$ cat src/pkg/adc_ctl_pkg.sv
// Purpose: Shared constants and types for the converter integration control block.
// Assumes: Avalon-MM byte addresses, 32-bit data, one aligned word per register.
// Notes: Channel codes, field positions and reset values live here only.
package adc_ctl_pkg;

  ////////////////////////////////////////////////////////////////////////////////
  // Register map (byte addresses).
  localparam logic [3:0] REG_CTRL = 4'h0;
  localparam logic [3:0] REG_STAT = 4'h4;

  // Control register fields.
  localparam int CTRL_CH_LO = 0;
  localparam int CTRL_CH_HI = 4;
  localparam int CTRL_CLK_LO = 5;
  localparam int CTRL_CLK_HI = 6;
  localparam int CTRL_DIV_LO = 7;
  localparam int CTRL_DIV_HI = 8;
  localparam int CTRL_LONG = 9;
  localparam int CTRL_HWEN = 10;
  localparam int CTRL_TRIG_LO = 11;
  localparam int CTRL_TRIG_HI = 12;
  localparam int CTRL_START = 16;
  localparam int CTRL_BITS = 13;
  localparam logic [12:0] CTRL_RESET = 13'h001f;

  // Status register fields.
  localparam int STAT_BUSY = 0;
  localparam int STAT_DONE = 1;
  localparam int STAT_RES_LO = 16;
  localparam int STAT_RES_HI = 25;

  ////////////////////////////////////////////////////////////////////////////////
  // Channel select codes.
  localparam logic [4:0] CH_EXT_LAST = 5'h07;
  localparam logic [4:0] CH_VSS_FIRST = 5'h08;
  localparam logic [4:0] CH_VSS_LAST = 5'h12;
  localparam logic [4:0] CH_TEMP = 5'h16;
  localparam logic [4:0] CH_BANDGAP = 5'h17;
  localparam logic [4:0] CH_VREFH = 5'h1d;
  localparam logic [4:0] CH_VREFL = 5'h1e;
  localparam logic [4:0] CH_DISABLED = 5'h1f;

  ////////////////////////////////////////////////////////////////////////////////
  // Converter geometry and sample lengths minus one, in conversion clock ticks.
  localparam int RES_BITS = 10;
  localparam logic [4:0] SAMPLE_SHORT = 5'h03;
  localparam logic [4:0] SAMPLE_LONG = 5'h13;

  typedef enum logic [1:0] {
    PWR_RUN = 2'b00,
    PWR_WAIT = 2'b01,
    PWR_DEEP_STOP = 2'b10
  } pwr_mode_t;

  typedef enum logic [1:0] {
    CLK_BUS = 2'b00,
    CLK_BUS_DIV2 = 2'b01,
    CLK_ALT = 2'b10,
    CLK_ASYNC = 2'b11
  } clk_src_t;

  typedef enum logic [1:0] {
    TRIG_RTC = 2'b00,
    TRIG_TMR0_CH0 = 2'b01,
    TRIG_TMR0_CH1 = 2'b10,
    TRIG_TMR1_CH0 = 2'b11
  } trig_src_t;

  typedef enum logic [1:0] {
    SAR_IDLE = 2'b00,
    SAR_SAMPLE = 2'b01,
    SAR_CONVERT = 2'b10
  } sar_state_t;

endpackage

$ cat src/verilog/adc_chip_integration_control.sv
// Purpose: Chip-level control around a 10-bit SAR converter: input routing,
//          conversion clock choice and division, trigger choice, register access.
// Assumes: Avalon-MM slave with one wait cycle; power mode from the system controller.
// Notes: Clock sources from pins are sampled and turned into tick enables.
//
// The implementer's own choices: the placing of the registers and register access over Avalon-MM.
`timescale 1ns/1ps

// Functional notes
// - Decode channel codes onto pins, ground, references.
// - Reserved codes still convert; result undefined.
// - Code 11111 disables converter, nothing routed.
// - Code 10110 routes temperature sensor.
// - Code 10111 routes bandgap reference.
// - Ten-bit successive-approximation conversion.
// - Four clock sources: bus, bus/2, async, alternate.
// - Alternate clock comes from external oscillator.
// - Alternate clock keeps running in wait mode.
// - Alternate clock unusable in deep stop.
// - Hardware trigger from counter overflow or timer.
// - Counter overflow trigger still works in deep stop.
// - Timer 0 channels 0,1 and timer 1 channel 0.
module adc_chip_integration_control #(
  parameter int RES_WIDTH = adc_ctl_pkg::RES_BITS
) (
  input wire logic mclk,
  input wire logic nrst,
  input wire logic [3:0] address,
  input wire logic read,
  input wire logic write,
  input wire logic [31:0] writedata,
  input wire logic [3:0] byteenable,
  output logic [31:0] readdata_ff,
  output logic waitrequest_ff,
  input wire logic [1:0] power_mode,
  input wire logic ext_osc_output,
  input wire logic local_async_conv_clock,
  input wire logic rtc_overflow,
  input wire logic tmr0_ch0_out,
  input wire logic tmr0_ch1_out,
  input wire logic tmr1_ch0_out,
  input wire logic cmp_high,
  output logic [2:0] ext_pin_sel_ff,
  output logic ext_pin_en_ff,
  output logic vss_sel_ff,
  output logic temp_sel_ff,
  output logic bandgap_sel_ff,
  output logic vrefh_sel_ff,
  output logic vrefl_sel_ff,
  output logic conv_enable_ff,
  output logic [RES_WIDTH-1:0] dac_code_ff,
  output logic sample_on_ff
);

  localparam int NSYNC = 6;

  logic [adc_ctl_pkg::CTRL_BITS-1:0] ctrl_ff;
  logic [adc_ctl_pkg::CTRL_BITS-1:0] nxt_ctrl;
  logic done_flag_ff;
  logic sw_start_ff;
  logic [NSYNC-1:0] sync1_ff;
  logic [NSYNC-1:0] sync2_ff;
  logic [NSYNC-1:0] sync3_ff;
  logic [NSYNC-1:0] rise;
  logic bus_half_ff;
  logic [2:0] div_cnt_ff;
  logic src_tick;
  logic conv_tick;
  logic hw_trig;
  logic start_req;
  logic deep_stop;
  logic acc_wr;
  logic acc_rd;
  logic busy;
  logic done_pulse;
  logic [RES_WIDTH-1:0] result;
  logic [4:0] channel_select_field;
  logic [1:0] clock_divide_field;
  adc_ctl_pkg::clk_src_t clk_sel;
  adc_ctl_pkg::trig_src_t trig_sel;

  assign channel_select_field = ctrl_ff[adc_ctl_pkg::CTRL_CH_HI:adc_ctl_pkg::CTRL_CH_LO];
  assign clock_divide_field = ctrl_ff[adc_ctl_pkg::CTRL_DIV_HI:adc_ctl_pkg::CTRL_DIV_LO];
  assign clk_sel = adc_ctl_pkg::clk_src_t'(ctrl_ff[adc_ctl_pkg::CTRL_CLK_HI:
    adc_ctl_pkg::CTRL_CLK_LO]);
  assign trig_sel = adc_ctl_pkg::trig_src_t'(ctrl_ff[adc_ctl_pkg::CTRL_TRIG_HI:
    adc_ctl_pkg::CTRL_TRIG_LO]);
  assign deep_stop = (power_mode == adc_ctl_pkg::PWR_DEEP_STOP);

  ////////////////////////////////////////////////////////////////////////////////
  // Pin inputs: two flip-flops each, then a third stage for rising-edge detection.
  always_ff @(posedge mclk or negedge nrst)
  begin
    if (!nrst)
    begin
      sync1_ff <= '0;
      sync2_ff <= '0;
      sync3_ff <= '0;
    end
    else
    begin
      sync1_ff <= {cmp_high, tmr1_ch0_out, tmr0_ch1_out, tmr0_ch0_out, rtc_overflow,
        ext_osc_output};
      sync2_ff <= sync1_ff;
      sync3_ff <= sync2_ff;
    end
  end

  genvar gi;
  generate
    for (gi = 0; gi < NSYNC; gi++)
    begin : g_edge
      assign rise[gi] = sync2_ff[gi] & ~sync3_ff[gi];
    end
  endgenerate

  // The local asynchronous clock has its own synchroniser pair.
  logic async_s1_ff;
  logic async_s2_ff;
  logic async_s3_ff;
  always_ff @(posedge mclk or negedge nrst)
  begin
    if (!nrst)
    begin
      async_s1_ff <= 1'b0;
      async_s2_ff <= 1'b0;
      async_s3_ff <= 1'b0;
    end
    else
    begin
      async_s1_ff <= local_async_conv_clock;
      async_s2_ff <= async_s1_ff;
      async_s3_ff <= async_s2_ff;
    end
  end

  ////////////////////////////////////////////////////////////////////////////////
  // Conversion clock: source selection and division by 1, 2, 4 or 8.
  always_ff @(posedge mclk or negedge nrst)
  begin
    if (!nrst)
    begin
      bus_half_ff <= 1'b0;
    end
    else
    begin
      bus_half_ff <= ~bus_half_ff;
    end
  end

  always_comb
  begin
    case (clk_sel)
      adc_ctl_pkg::CLK_BUS: src_tick = 1'b1;
      adc_ctl_pkg::CLK_BUS_DIV2: src_tick = bus_half_ff;
      adc_ctl_pkg::CLK_ALT: src_tick = rise[0] & ~deep_stop;
      adc_ctl_pkg::CLK_ASYNC: src_tick = async_s2_ff & ~async_s3_ff;
      default: src_tick = 1'b0;
    endcase
  end

  // Software keeps the divided rate within the converter's range.
  assign conv_tick = src_tick && (div_cnt_ff == ((3'h1 << clock_divide_field) - 3'h1));

  always_ff @(posedge mclk or negedge nrst)
  begin
    if (!nrst)
    begin
      div_cnt_ff <= 3'h0;
    end
    else if (!busy)
    begin
      div_cnt_ff <= 3'h0;
    end
    else if (conv_tick)
    begin
      div_cnt_ff <= 3'h0;
    end
    else if (src_tick)
    begin
      div_cnt_ff <= div_cnt_ff + 3'h1;
    end
  end

  ////////////////////////////////////////////////////////////////////////////////
  // Trigger selection; in deep stop only the counter overflow is accepted.
  always_comb
  begin
    case (trig_sel)
      adc_ctl_pkg::TRIG_RTC: hw_trig = rise[1];
      adc_ctl_pkg::TRIG_TMR0_CH0: hw_trig = rise[2] & ~deep_stop;
      adc_ctl_pkg::TRIG_TMR0_CH1: hw_trig = rise[3] & ~deep_stop;
      adc_ctl_pkg::TRIG_TMR1_CH0: hw_trig = rise[4] & ~deep_stop;
      default: hw_trig = 1'b0;
    endcase
  end

  // A disabled channel or an alternate clock in deep stop refuses every start.
  assign start_req = (sw_start_ff || (ctrl_ff[adc_ctl_pkg::CTRL_HWEN] && hw_trig))
    && (channel_select_field != adc_ctl_pkg::CH_DISABLED)
    && !(deep_stop && clk_sel == adc_ctl_pkg::CLK_ALT);

  ////////////////////////////////////////////////////////////////////////////////
  // Converter core.
  sar_engine #(
    .WIDTH(RES_WIDTH)
  ) u_sar (
    .mclk(mclk),
    .nrst(nrst),
    .conv_tick(conv_tick),
    .start(start_req),
    .long_sample(ctrl_ff[adc_ctl_pkg::CTRL_LONG]),
    .cmp_high(sync2_ff[5]),
    .dac_code_ff(dac_code_ff),
    .sample_on_ff(sample_on_ff),
    .busy_ff(busy),
    .done_ff(done_pulse),
    .result_ff(result)
  );

  ////////////////////////////////////////////////////////////////////////////////
  // Input routing decoded from the channel select field.
  always_ff @(posedge mclk or negedge nrst)
  begin
    if (!nrst)
    begin
      ext_pin_sel_ff <= 3'h0;
      ext_pin_en_ff <= 1'b0;
      vss_sel_ff <= 1'b0;
      temp_sel_ff <= 1'b0;
      bandgap_sel_ff <= 1'b0;
      vrefh_sel_ff <= 1'b0;
      vrefl_sel_ff <= 1'b0;
      conv_enable_ff <= 1'b0;
    end
    else
    begin
      ext_pin_sel_ff <= channel_select_field[2:0];
      ext_pin_en_ff <= (channel_select_field <= adc_ctl_pkg::CH_EXT_LAST);
      vss_sel_ff <= (channel_select_field >= adc_ctl_pkg::CH_VSS_FIRST)
        && (channel_select_field <= adc_ctl_pkg::CH_VSS_LAST);
      temp_sel_ff <= (channel_select_field == adc_ctl_pkg::CH_TEMP);
      bandgap_sel_ff <= (channel_select_field == adc_ctl_pkg::CH_BANDGAP);
      vrefh_sel_ff <= (channel_select_field == adc_ctl_pkg::CH_VREFH);
      vrefl_sel_ff <= (channel_select_field == adc_ctl_pkg::CH_VREFL);
      conv_enable_ff <= (channel_select_field != adc_ctl_pkg::CH_DISABLED);
    end
  end

  ////////////////////////////////////////////////////////////////////////////////
  // Avalon-MM slave: one wait cycle, then the access completes.
  assign acc_wr = write && !waitrequest_ff;
  assign acc_rd = read && !waitrequest_ff;

  always_ff @(posedge mclk or negedge nrst)
  begin
    if (!nrst)
    begin
      waitrequest_ff <= 1'b1;
    end
    else
    begin
      waitrequest_ff <= !((read || write) && waitrequest_ff);
    end
  end

  always_ff @(posedge mclk or negedge nrst)
  begin
    if (!nrst)
    begin
      readdata_ff <= 32'h0000_0000;
    end
    else if (read && waitrequest_ff)
    begin
      readdata_ff <= 32'h0000_0000;
      if (address == adc_ctl_pkg::REG_CTRL)
      begin
        readdata_ff[adc_ctl_pkg::CTRL_BITS-1:0] <= ctrl_ff;
      end
      else if (address == adc_ctl_pkg::REG_STAT)
      begin
        readdata_ff[adc_ctl_pkg::STAT_BUSY] <= busy;
        readdata_ff[adc_ctl_pkg::STAT_DONE] <= done_flag_ff;
        readdata_ff[adc_ctl_pkg::STAT_RES_HI:adc_ctl_pkg::STAT_RES_LO] <= result;
      end
    end
    else if (acc_rd)
    begin
      readdata_ff <= readdata_ff;
    end
  end

  always_comb
  begin
    nxt_ctrl = ctrl_ff;
    if (byteenable[0])
    begin
      nxt_ctrl[7:0] = writedata[7:0];
    end
    if (byteenable[1])
    begin
      nxt_ctrl[12:8] = writedata[12:8];
    end
  end

  always_ff @(posedge mclk or negedge nrst)
  begin
    if (!nrst)
    begin
      ctrl_ff <= adc_ctl_pkg::CTRL_RESET;
    end
    else if (acc_wr && address == adc_ctl_pkg::REG_CTRL)
    begin
      ctrl_ff <= nxt_ctrl;
    end
  end

  // Writing one to the start bit asks for a single conversion.
  always_ff @(posedge mclk or negedge nrst)
  begin
    if (!nrst)
    begin
      sw_start_ff <= 1'b0;
    end
    else
    begin
      sw_start_ff <= acc_wr && address == adc_ctl_pkg::REG_CTRL && byteenable[2]
        && writedata[adc_ctl_pkg::CTRL_START];
    end
  end

  // Done is sticky; a completion in the clearing cycle keeps it set.
  always_ff @(posedge mclk or negedge nrst)
  begin
    if (!nrst)
    begin
      done_flag_ff <= 1'b0;
    end
    else if (done_pulse)
    begin
      done_flag_ff <= 1'b1;
    end
    else if (acc_wr && address == adc_ctl_pkg::REG_STAT && byteenable[0]
      && writedata[adc_ctl_pkg::STAT_DONE])
    begin
      done_flag_ff <= 1'b0;
    end
  end

endmodule

$ cat src/verilog/sar_engine.sv
// Purpose: Successive-approximation sequencer with a sample phase.
// Assumes: At most one trial per conversion tick; comparator input already synchronised.
// Notes: The start request is taken only while idle.
`timescale 1ns/1ps
module sar_engine #(
  parameter int WIDTH = adc_ctl_pkg::RES_BITS
) (
  input wire logic mclk,
  input wire logic nrst,
  input wire logic conv_tick,
  input wire logic start,
  input wire logic long_sample,
  input wire logic cmp_high,
  output logic [WIDTH-1:0] dac_code_ff,
  output logic sample_on_ff,
  output logic busy_ff,
  output logic done_ff,
  output logic [WIDTH-1:0] result_ff
);

  adc_ctl_pkg::sar_state_t state_ff;
  logic [4:0] sample_cnt_ff;
  logic [WIDTH-1:0] trial_ff;
  // The comparator passes two flip-flops, so a decision waits until the new code has reached it.
  localparam logic [1:0] SETTLE = 2'h2;
  logic [1:0] settle_ff;
  logic pend_ff;

  ////////////////////////////////////////////////////////////////////////////////
  // Sequencer: sample, then at most one bit per tick from the top down.
  always_ff @(posedge mclk or negedge nrst)
  begin
    if (!nrst)
    begin
      state_ff <= adc_ctl_pkg::SAR_IDLE;
      sample_cnt_ff <= 5'h00;
      trial_ff <= '0;
      settle_ff <= 2'h0;
      pend_ff <= 1'b0;
      dac_code_ff <= '0;
      sample_on_ff <= 1'b0;
      busy_ff <= 1'b0;
      done_ff <= 1'b0;
      result_ff <= '0;
    end
    else
    begin
      done_ff <= 1'b0;
      if (settle_ff != 2'h0)
      begin
        settle_ff <= settle_ff - 2'h1;
      end
      case (state_ff)
        adc_ctl_pkg::SAR_IDLE:
        begin
          if (start)
          begin
            state_ff <= adc_ctl_pkg::SAR_SAMPLE;
            sample_cnt_ff <= long_sample ? adc_ctl_pkg::SAMPLE_LONG : adc_ctl_pkg::SAMPLE_SHORT;
            sample_on_ff <= 1'b1;
            busy_ff <= 1'b1;
          end
        end
        adc_ctl_pkg::SAR_SAMPLE:
        begin
          if (conv_tick)
          begin
            if (sample_cnt_ff == 5'h00)
            begin
              state_ff <= adc_ctl_pkg::SAR_CONVERT;
              sample_on_ff <= 1'b0;
              settle_ff <= SETTLE;
              pend_ff <= 1'b0;
              trial_ff <= {1'b1, {(WIDTH-1){1'b0}}};
              dac_code_ff <= {1'b1, {(WIDTH-1){1'b0}}};
            end
            else
            begin
              sample_cnt_ff <= sample_cnt_ff - 5'h01;
            end
          end
        end
        adc_ctl_pkg::SAR_CONVERT:
        begin
          if (conv_tick)
          begin
            pend_ff <= 1'b1;
          end
          if ((conv_tick || pend_ff) && settle_ff == 2'h0)
          begin
            pend_ff <= 1'b0;
            settle_ff <= SETTLE;
            if (trial_ff[0])
            begin
              result_ff <= cmp_high ? dac_code_ff : (dac_code_ff & ~trial_ff);
              state_ff <= adc_ctl_pkg::SAR_IDLE;
              busy_ff <= 1'b0;
              done_ff <= 1'b1;
            end
            else
            begin
              dac_code_ff <= (cmp_high ? dac_code_ff : (dac_code_ff & ~trial_ff))
                | (trial_ff >> 1);
              trial_ff <= trial_ff >> 1;
            end
          end
        end
        default:
        begin
          state_ff <= adc_ctl_pkg::SAR_IDLE;
          busy_ff <= 1'b0;
          sample_on_ff <= 1'b0;
        end
      endcase
    end
  end

endmodule

$ cat config.mk
export PLATFORM = sky130hd
export DESIGN_NAME = adc_chip_integration_control
export DESIGN_NICKNAME = d
export VERILOG_FILES = /design/src/pkg/adc_ctl_pkg.sv /design/src/verilog/adc_chip_integration_control.sv /design/src/verilog/sar_engine.sv
export SDC_FILE = /design/constraint.sdc
export NUM_CORES = 1
export LEC_CHECK = 0
export BUFFER_PORTS_ARGS = -buffer_cell sky130_fd_sc_hd__buf_2
export CAP_MARGIN = 20
export CORE_MARGIN = 8
export CORE_UTILIZATION = 54
export CTS_BUF_LIST = sky130_fd_sc_hd__clkbuf_16
export CTS_CLUSTER_SIZE = 20
export DETAILED_ROUTE_END_ITERATION = 12
export MAX_ROUTING_LAYER = met4
export PLACE_DENSITY = 0.79
export REMOVE_ABC_BUFFERS = 1
export SYNTH_ARGS = -nofsm -noshare
export SYNTH_HDL_FRONTEND = slang
export SYNTH_SLANG_ARGS = --single-unit
export TNS_END_PERCENT = 10
$ cat constraint.sdc
create_clock -name mclk -period 2.6 [get_ports mclk]
set_clock_uncertainty 0.1 [all_clocks]
set_input_delay 0.39 -clock mclk [delete_from_list [all_inputs] [get_ports mclk]]
set_output_delay 0.39 -clock mclk [all_outputs]
set_load 0.005 [all_outputs]
* After elaboration in Yosys (flattened, before gate mapping)
Cells that the tools add are included.
** Word-level totals
- Flip-flop bits (word level) :: 116
- Input port bits :: 53
- Output and inout bits :: 54
- Logic and storage cells :: 181
** Cells by class
- $add $sub $neg :: 4
- $lt $le $gt $ge :: 3
- Eq/ne operators :: 25
- Shift-type cells :: 1
- Muxes and demuxes :: 50
- Bitwise logic cells :: 23
- Reduce and logical (&&, ||, !) cells :: 42
** Operators with widths (number)
- 10-bit 2-to-1 mux :: 9
- 10-bit case mux with 2 select lines :: 2
- 2-bit 2-to-1 mux :: 11
- 5-bit equality test (second input constant) :: 4
- 5-bit 2-to-1 mux :: 4
- 4-bit AND reduction :: 5
- 1-bit logical AND :: 16
- 2-bit equality test (second input constant) :: 6
- 1-bit 2-to-1 mux :: 12
- 11-bit 2-to-1 mux :: 1
- 1-bit bitwise AND :: 10
- 10-bit bitwise AND :: 1
- 1-bit NOT :: 10
- 10-bit NOT :: 1
- 10-bit by 9-bit OR with 10-bit output :: 1
- 5-bit case mux with 2 select lines :: 1
- 5-bit AND reduction :: 2
- 3-bit 2-to-1 mux :: 3
- 2-bit logical NOT :: 4
- 2-bit by 1-bit != test with 1-bit output (second input constant) :: 4
- 1-bit case mux with 4 select lines :: 2
- 2-bit nonzero test :: 4
- 2-bit by 1-bit equality test with 1-bit output (second input constant) :: 3
- 2-bit != test (second input constant) :: 3
- 23 further kinds :: 29

* Logic depth before layout (Yosys ltp)
- Depth after elaboration :: 10
- Mapped depth :: 8

* By module
Synthesis repeated with hierarchy kept, for this count alone.
** Unflattened totals
- Cells, all modules :: 398
- Area total of the unflattened synthesis :: 4827.1 µm²
** Modules (own cells, without submodules)
- adc_chip_integration_control :: times used 1, cells an instance 217, area an instance 2795.2 µm², seq. area each 1834.3 µm²
- sar_engine :: times used 1, cells an instance 181, area an instance 2031.9 µm², seq. area each 1076.0 µm²

* Least setup slack after synthesis
OpenSTA, ideal clock, no wires.
- Kind :: register to register
- From :: register ctrl_ff[7] in the netlist's numbering
- To :: register u_sar.sample_cnt_ff[0]
- Arrival time :: 1.988 ns
- Data required time :: 2.375 ns
- Path slack :: 0.386 ns
- Stages on the path, launching flop included :: 7
- Clock period less this slack :: 2.214 ns
- Cells stage by stage :: dfrtp_1 > or4_4 > a21oi_4 > o22ai_4 > o22a_4 > a21o_4 > mux2_4
** Between the ends
- Cells in the longest elaborated chain, start to end :: 6
** Ends and longest elaborated chain
- start: declaration :: line adc_chip_integration_control.sv:57 : logic [adc_ctl_pkg::CTRL_BITS-1:0] ctrl_ff;
- start signal: assignment :: line adc_chip_integration_control.sv:310 : ctrl_ff <= adc_ctl_pkg::CTRL_RESET;
- start signal: assignment :: line adc_chip_integration_control.sv:314 : ctrl_ff <= nxt_ctrl;
- 1-bit by 2-bit << shifter with 3-bit output :: line adc_chip_integration_control.sv:163 : assign conv_tick = src_tick && (div_cnt_ff == ((3'h1 << clock_divide_field) - 3'h1));
- 3-bit by 1-bit subtractor with 3-bit output :: line adc_chip_integration_control.sv:163
- 3-bit equality test :: line adc_chip_integration_control.sv:163
- 1-bit logical AND :: line adc_chip_integration_control.sv:163
- 2-bit by 1-bit != test with 1-bit output (no line)
- 4-bit AND reduction (no line)
- end signal: assignment :: line sar_engine.sv:59 : sample_cnt_ff <= long_sample ? adc_ctl_pkg::SAMPLE_LONG : adc_ctl_pkg::SAMPLE_SHORT;
- end signal: assignment :: line sar_engine.sv:79 : sample_cnt_ff <= sample_cnt_ff - 5'h01;
- end: declaration :: line sar_engine.sv:22 : logic [4:0] sample_cnt_ff;
No other way between the ends.
A chain may end at the register's enable or synchronous reset.

* Worst setup path after layout
- From :: register ctrl_ff[7] in the netlist's numbering
- To :: register u_sar.dac_code_ff[8]
** Between the ends
- Cells in the longest elaborated chain, start to end :: 8
- Elaborated cells on any way between the ends :: 9
** Ends and longest elaborated chain
- 1-bit by 2-bit << shifter with 3-bit output * :: line adc_chip_integration_control.sv:163
- 3-bit by 1-bit subtractor with 3-bit output * :: line adc_chip_integration_control.sv:163
- 3-bit equality test * :: line adc_chip_integration_control.sv:163
- 1-bit logical AND * :: line adc_chip_integration_control.sv:163
- 1-bit logical OR :: line sar_engine.sv:89 : if ((conv_tick || pend_ff) && settle_ff == 2'h0)
- 1-bit logical AND :: line sar_engine.sv:89
- 2-bit by 1-bit != test with 1-bit output (no line)
- 5-bit AND reduction (no line) *
- end signal: assignment :: line sar_engine.sv:75 : dac_code_ff <= {1'b1, {(WIDTH-1){1'b0}}};
- end signal: assignment :: line sar_engine.sv:102 : dac_code_ff <= (cmp_high ? dac_code_ff : (dac_code_ff & ~trial_ff))
- end: declaration :: line sar_engine.sv:14 : output logic [WIDTH-1:0] dac_code_ff,
Mark *: on every way between the ends. The rest lies on a longest branch, timed or not.

==> reports/metrics.cfg <==
[critical_path]
cp-start-kind=register
crit_required_ps=2830
worstPathMaxFanout=9
r2r-end=u_sar.dac_code_ff[8]$_DFFE_PN0P_
rrSetupSlack_ps=180
r2r_start=ctrl_ff[7]$_DFFE_PN0P_
critPathKind=register to register
crit_path_end_kind=register
arrival_ps=2650
worstRegToRegCells=6

[sta]
holdWs_ps=58.2
hold_viol=0
maxSlewViolCount=0
worstMarginPinSlew_ps=906
clock.fmax_ghz=0.413
relSlewSlack_pct=39.2
min_period_ps=2420
rsz0062_at_grt=no
fin_setup_tns_ps=0
finalSetupViolations=0
timing.final.crit_share_pct=93.2

[placement]
hpwl_mm=7.33
place_congestion=0.815
dp_cells=612
port_buffers=78
placed_area_um2=5500

[clock_tree]
clkTransAtPathRegs_ps=50
cts_tree=done
clockBufferDepth=2
htreeDepth=4
cts_num_sinks=116
cts_buffers=17
cts.repair.resized=0
cts_setup_buffers=0
cts_root_buf=clkbuf_16
clk_latency_ps=400

[synthesis]
yosys_warnings=0
synth.top_cells.by_area=dfrtp_1 56%, a22o_1 5.8%, nand2_1 3.8%
yosysUniqueCellTypes=60
yosysSeqAreaShare_pct=58.7
yosys.area.top_type=dfrtp_1
synth_edf_count=0
synth.most_common_cell=dfrtp_1
syn_area_um2=4960
synthArstFlopShare_pct=100
ys_top_cells_by_count=110 x dfrtp_1, 50 x nand2_1, 35 x o21ai_0, 33 x a22o_1, 22 x inv_1
synth.avg_cell_area_um2=11.7
ys_seq_elements=116
synthCells=425
synth_top_cell_area_share_pct=55.5
synth_flop_cell=dfrtp_1

[worst_hold_path]
hp-class=input port to register
whs_endpoint=waitrequest_ff$_DFF_PN1_
min_path_cells=2
hold_start=read

[layout]
instances_no_fill=652
fin_nets=587
area_growth_pct=23.9
nFillCells=647
fin_area_um2=6140
layout-drive-gt1-share_pct=29.4
insertedDiodeCount=0

[pwr]
power_density_nw_per_um2=868
leakagePower_nw=2.92
irDropWorstVdd_mv=0.545

[drt]
routed_wl_mm=10.9
vias=3684
ant_nets=0
drt_first_pass_iters=5
wl_per_cell_um=16.7
drt-initial-drc-count=259
drc=0
vias_per_cell=5.65

[outcome]
status=finished clean

[die]
rows=35
die_area_um2=12500
die_w_um=112
io_pins=107
coreArea_um2=9060
initial_core_util_pct=54.7
die_h_um=112

[global_routing]
overflow=0
grt_max_degree=55
track_usage_pct=18.6
antenna_found_initial=0
grt_pass1_vias=3697
grt_pass1_wl_mm=18.1

[job]
drv_cap=0

state kept, by name, indices dropped and copies added (netlist names), 5 cells and up:
signal,cells
readdata_ff,23
ctrl_ff,13
u_sar.dac_code_ff,10
u_sar.result_ff,10
u_sar.trial_ff,10
sync1_ff,6
sync2_ff,6
sync3_ff,5
u_sar.sample_cnt_ff,5
how the worst max path moves through the flow:
stage | from | endpoint | cells past startpoint
6_report | ctrl_ff[7]$_DFFE_PN0P_ | u_sar.dac_code_ff[8]$_DFFE_PN0P_ | 6
5_1_grt | ctrl_ff[8]$_DFFE_PN0P_ | u_sar.state_ff[0]$_DFFE_PN0P_ | 6
4_1_cts | ctrl_ff[8]$_DFFE_PN0P_ | u_sar.dac_code_ff[8]$_DFFE_PN0P_ | 6
3_5_place_dp | ctrl_ff[8]$_DFFE_PN0P_ | u_sar.trial_ff[1]$_DFFE_PN0P_ | 6
3_3_place_gp | ctrl_ff[11]$_DFFE_PN0P_ | u_sar.sample_cnt_ff[1]$_DFFE_PN0P_ | 6
2_1_floorplan | ctrl_ff[7]$_DFFE_PN0P_ | u_sar.result_ff[0]$_DFFE_PN0P_ | 6
worst max-delay path: stages, from the launching register on:
cell	delay, ps
dfrtp_1	420
or4_4	570
a21oi_4	230
o22a_4	240
nor2_1	120
nor3_4	440
a22o_1	230
layout make-up:
cell class	instances	area, µm²	share of cell area [%]
clock buffers	17	425	6.93
clock inverters	15	133	2.16
inverters	22	82.6	1.35
multi-input cells	274	1880	30.7
flip-flops and latches	116	2910	47.4
well taps	111	139	2.26
repair buffers	97	568	9.25
power by group:
group | switching [W] | internal, W | total (W)
Clock | 0.000842 | 0.00131 | 0.00216
Sequential | 0.000141 | 0.00196 | 0.00211
Combinational | 0.000611 | 0.000457 | 0.00107
per-layer routing:
layer | GRT usage, % | wire, µm | up-vias
li1 | - | - | 1719
met1 | 21.6 | 4700 | 1845
met2 | 30.2 | 5550 | 107
met3 | 5.14 | 507 | 13
met4 | 7.29 | 125 | 0
met5 | - | 0 | -
stage by stage:
step / setup slack, ps / utilization, % / total power, W
3_3_place_gp: 283 / 60.7 / 0.00313
4_1_cts: 201 / 67.7 / 0.00536
5_1_grt: 85.3 / 67.7 / 0.00558
3_5_place_dp: 244 / 60.7 / 0.00317
2_1_floorplan: 289 / - / 0.00286
6_report: 178 / 67.7 / 0.00533
cell families after synthesis:
kind of cell	synth area share (%)
simple gates	12.5
flops	58.7
compound gates	17.8
buf+inv	3.94
mux	5.40
fa+ha+maj	1.51
other cells	0.0756
cell usage in the layout, fill, tap and decap left out, drive strengths merged, types with 3 or more instances in the layout:
cell and n:
dfrtp 110, buf 89, nand2 50, o21ai 36, a22o 33, inv 25, nor2 21, clkbuf 17
mux2 16, nor3 11, nand3 9, conb 9, mux2i 8, dlygate4sd3 8, a21oi 8, ha 6
dfstp 6, clkinv 6, nand2b 5, clkinvlp 5, a211oi 5, nand3b 4, nor2b 4, a211o 4
or3 3, a21boi 3, a31oi 3, nor4b 3, o31ai 3
repair_timing:
| item | in CTS | in global routing |
|---|---|---|
| setup endpoints to repair | 0 | 0 |
| hold buffers | 8 | 0 |
| endpoints found under the hold margin | 50 | 0 |
No activity file was read; power rests on OpenSTA's default activity.
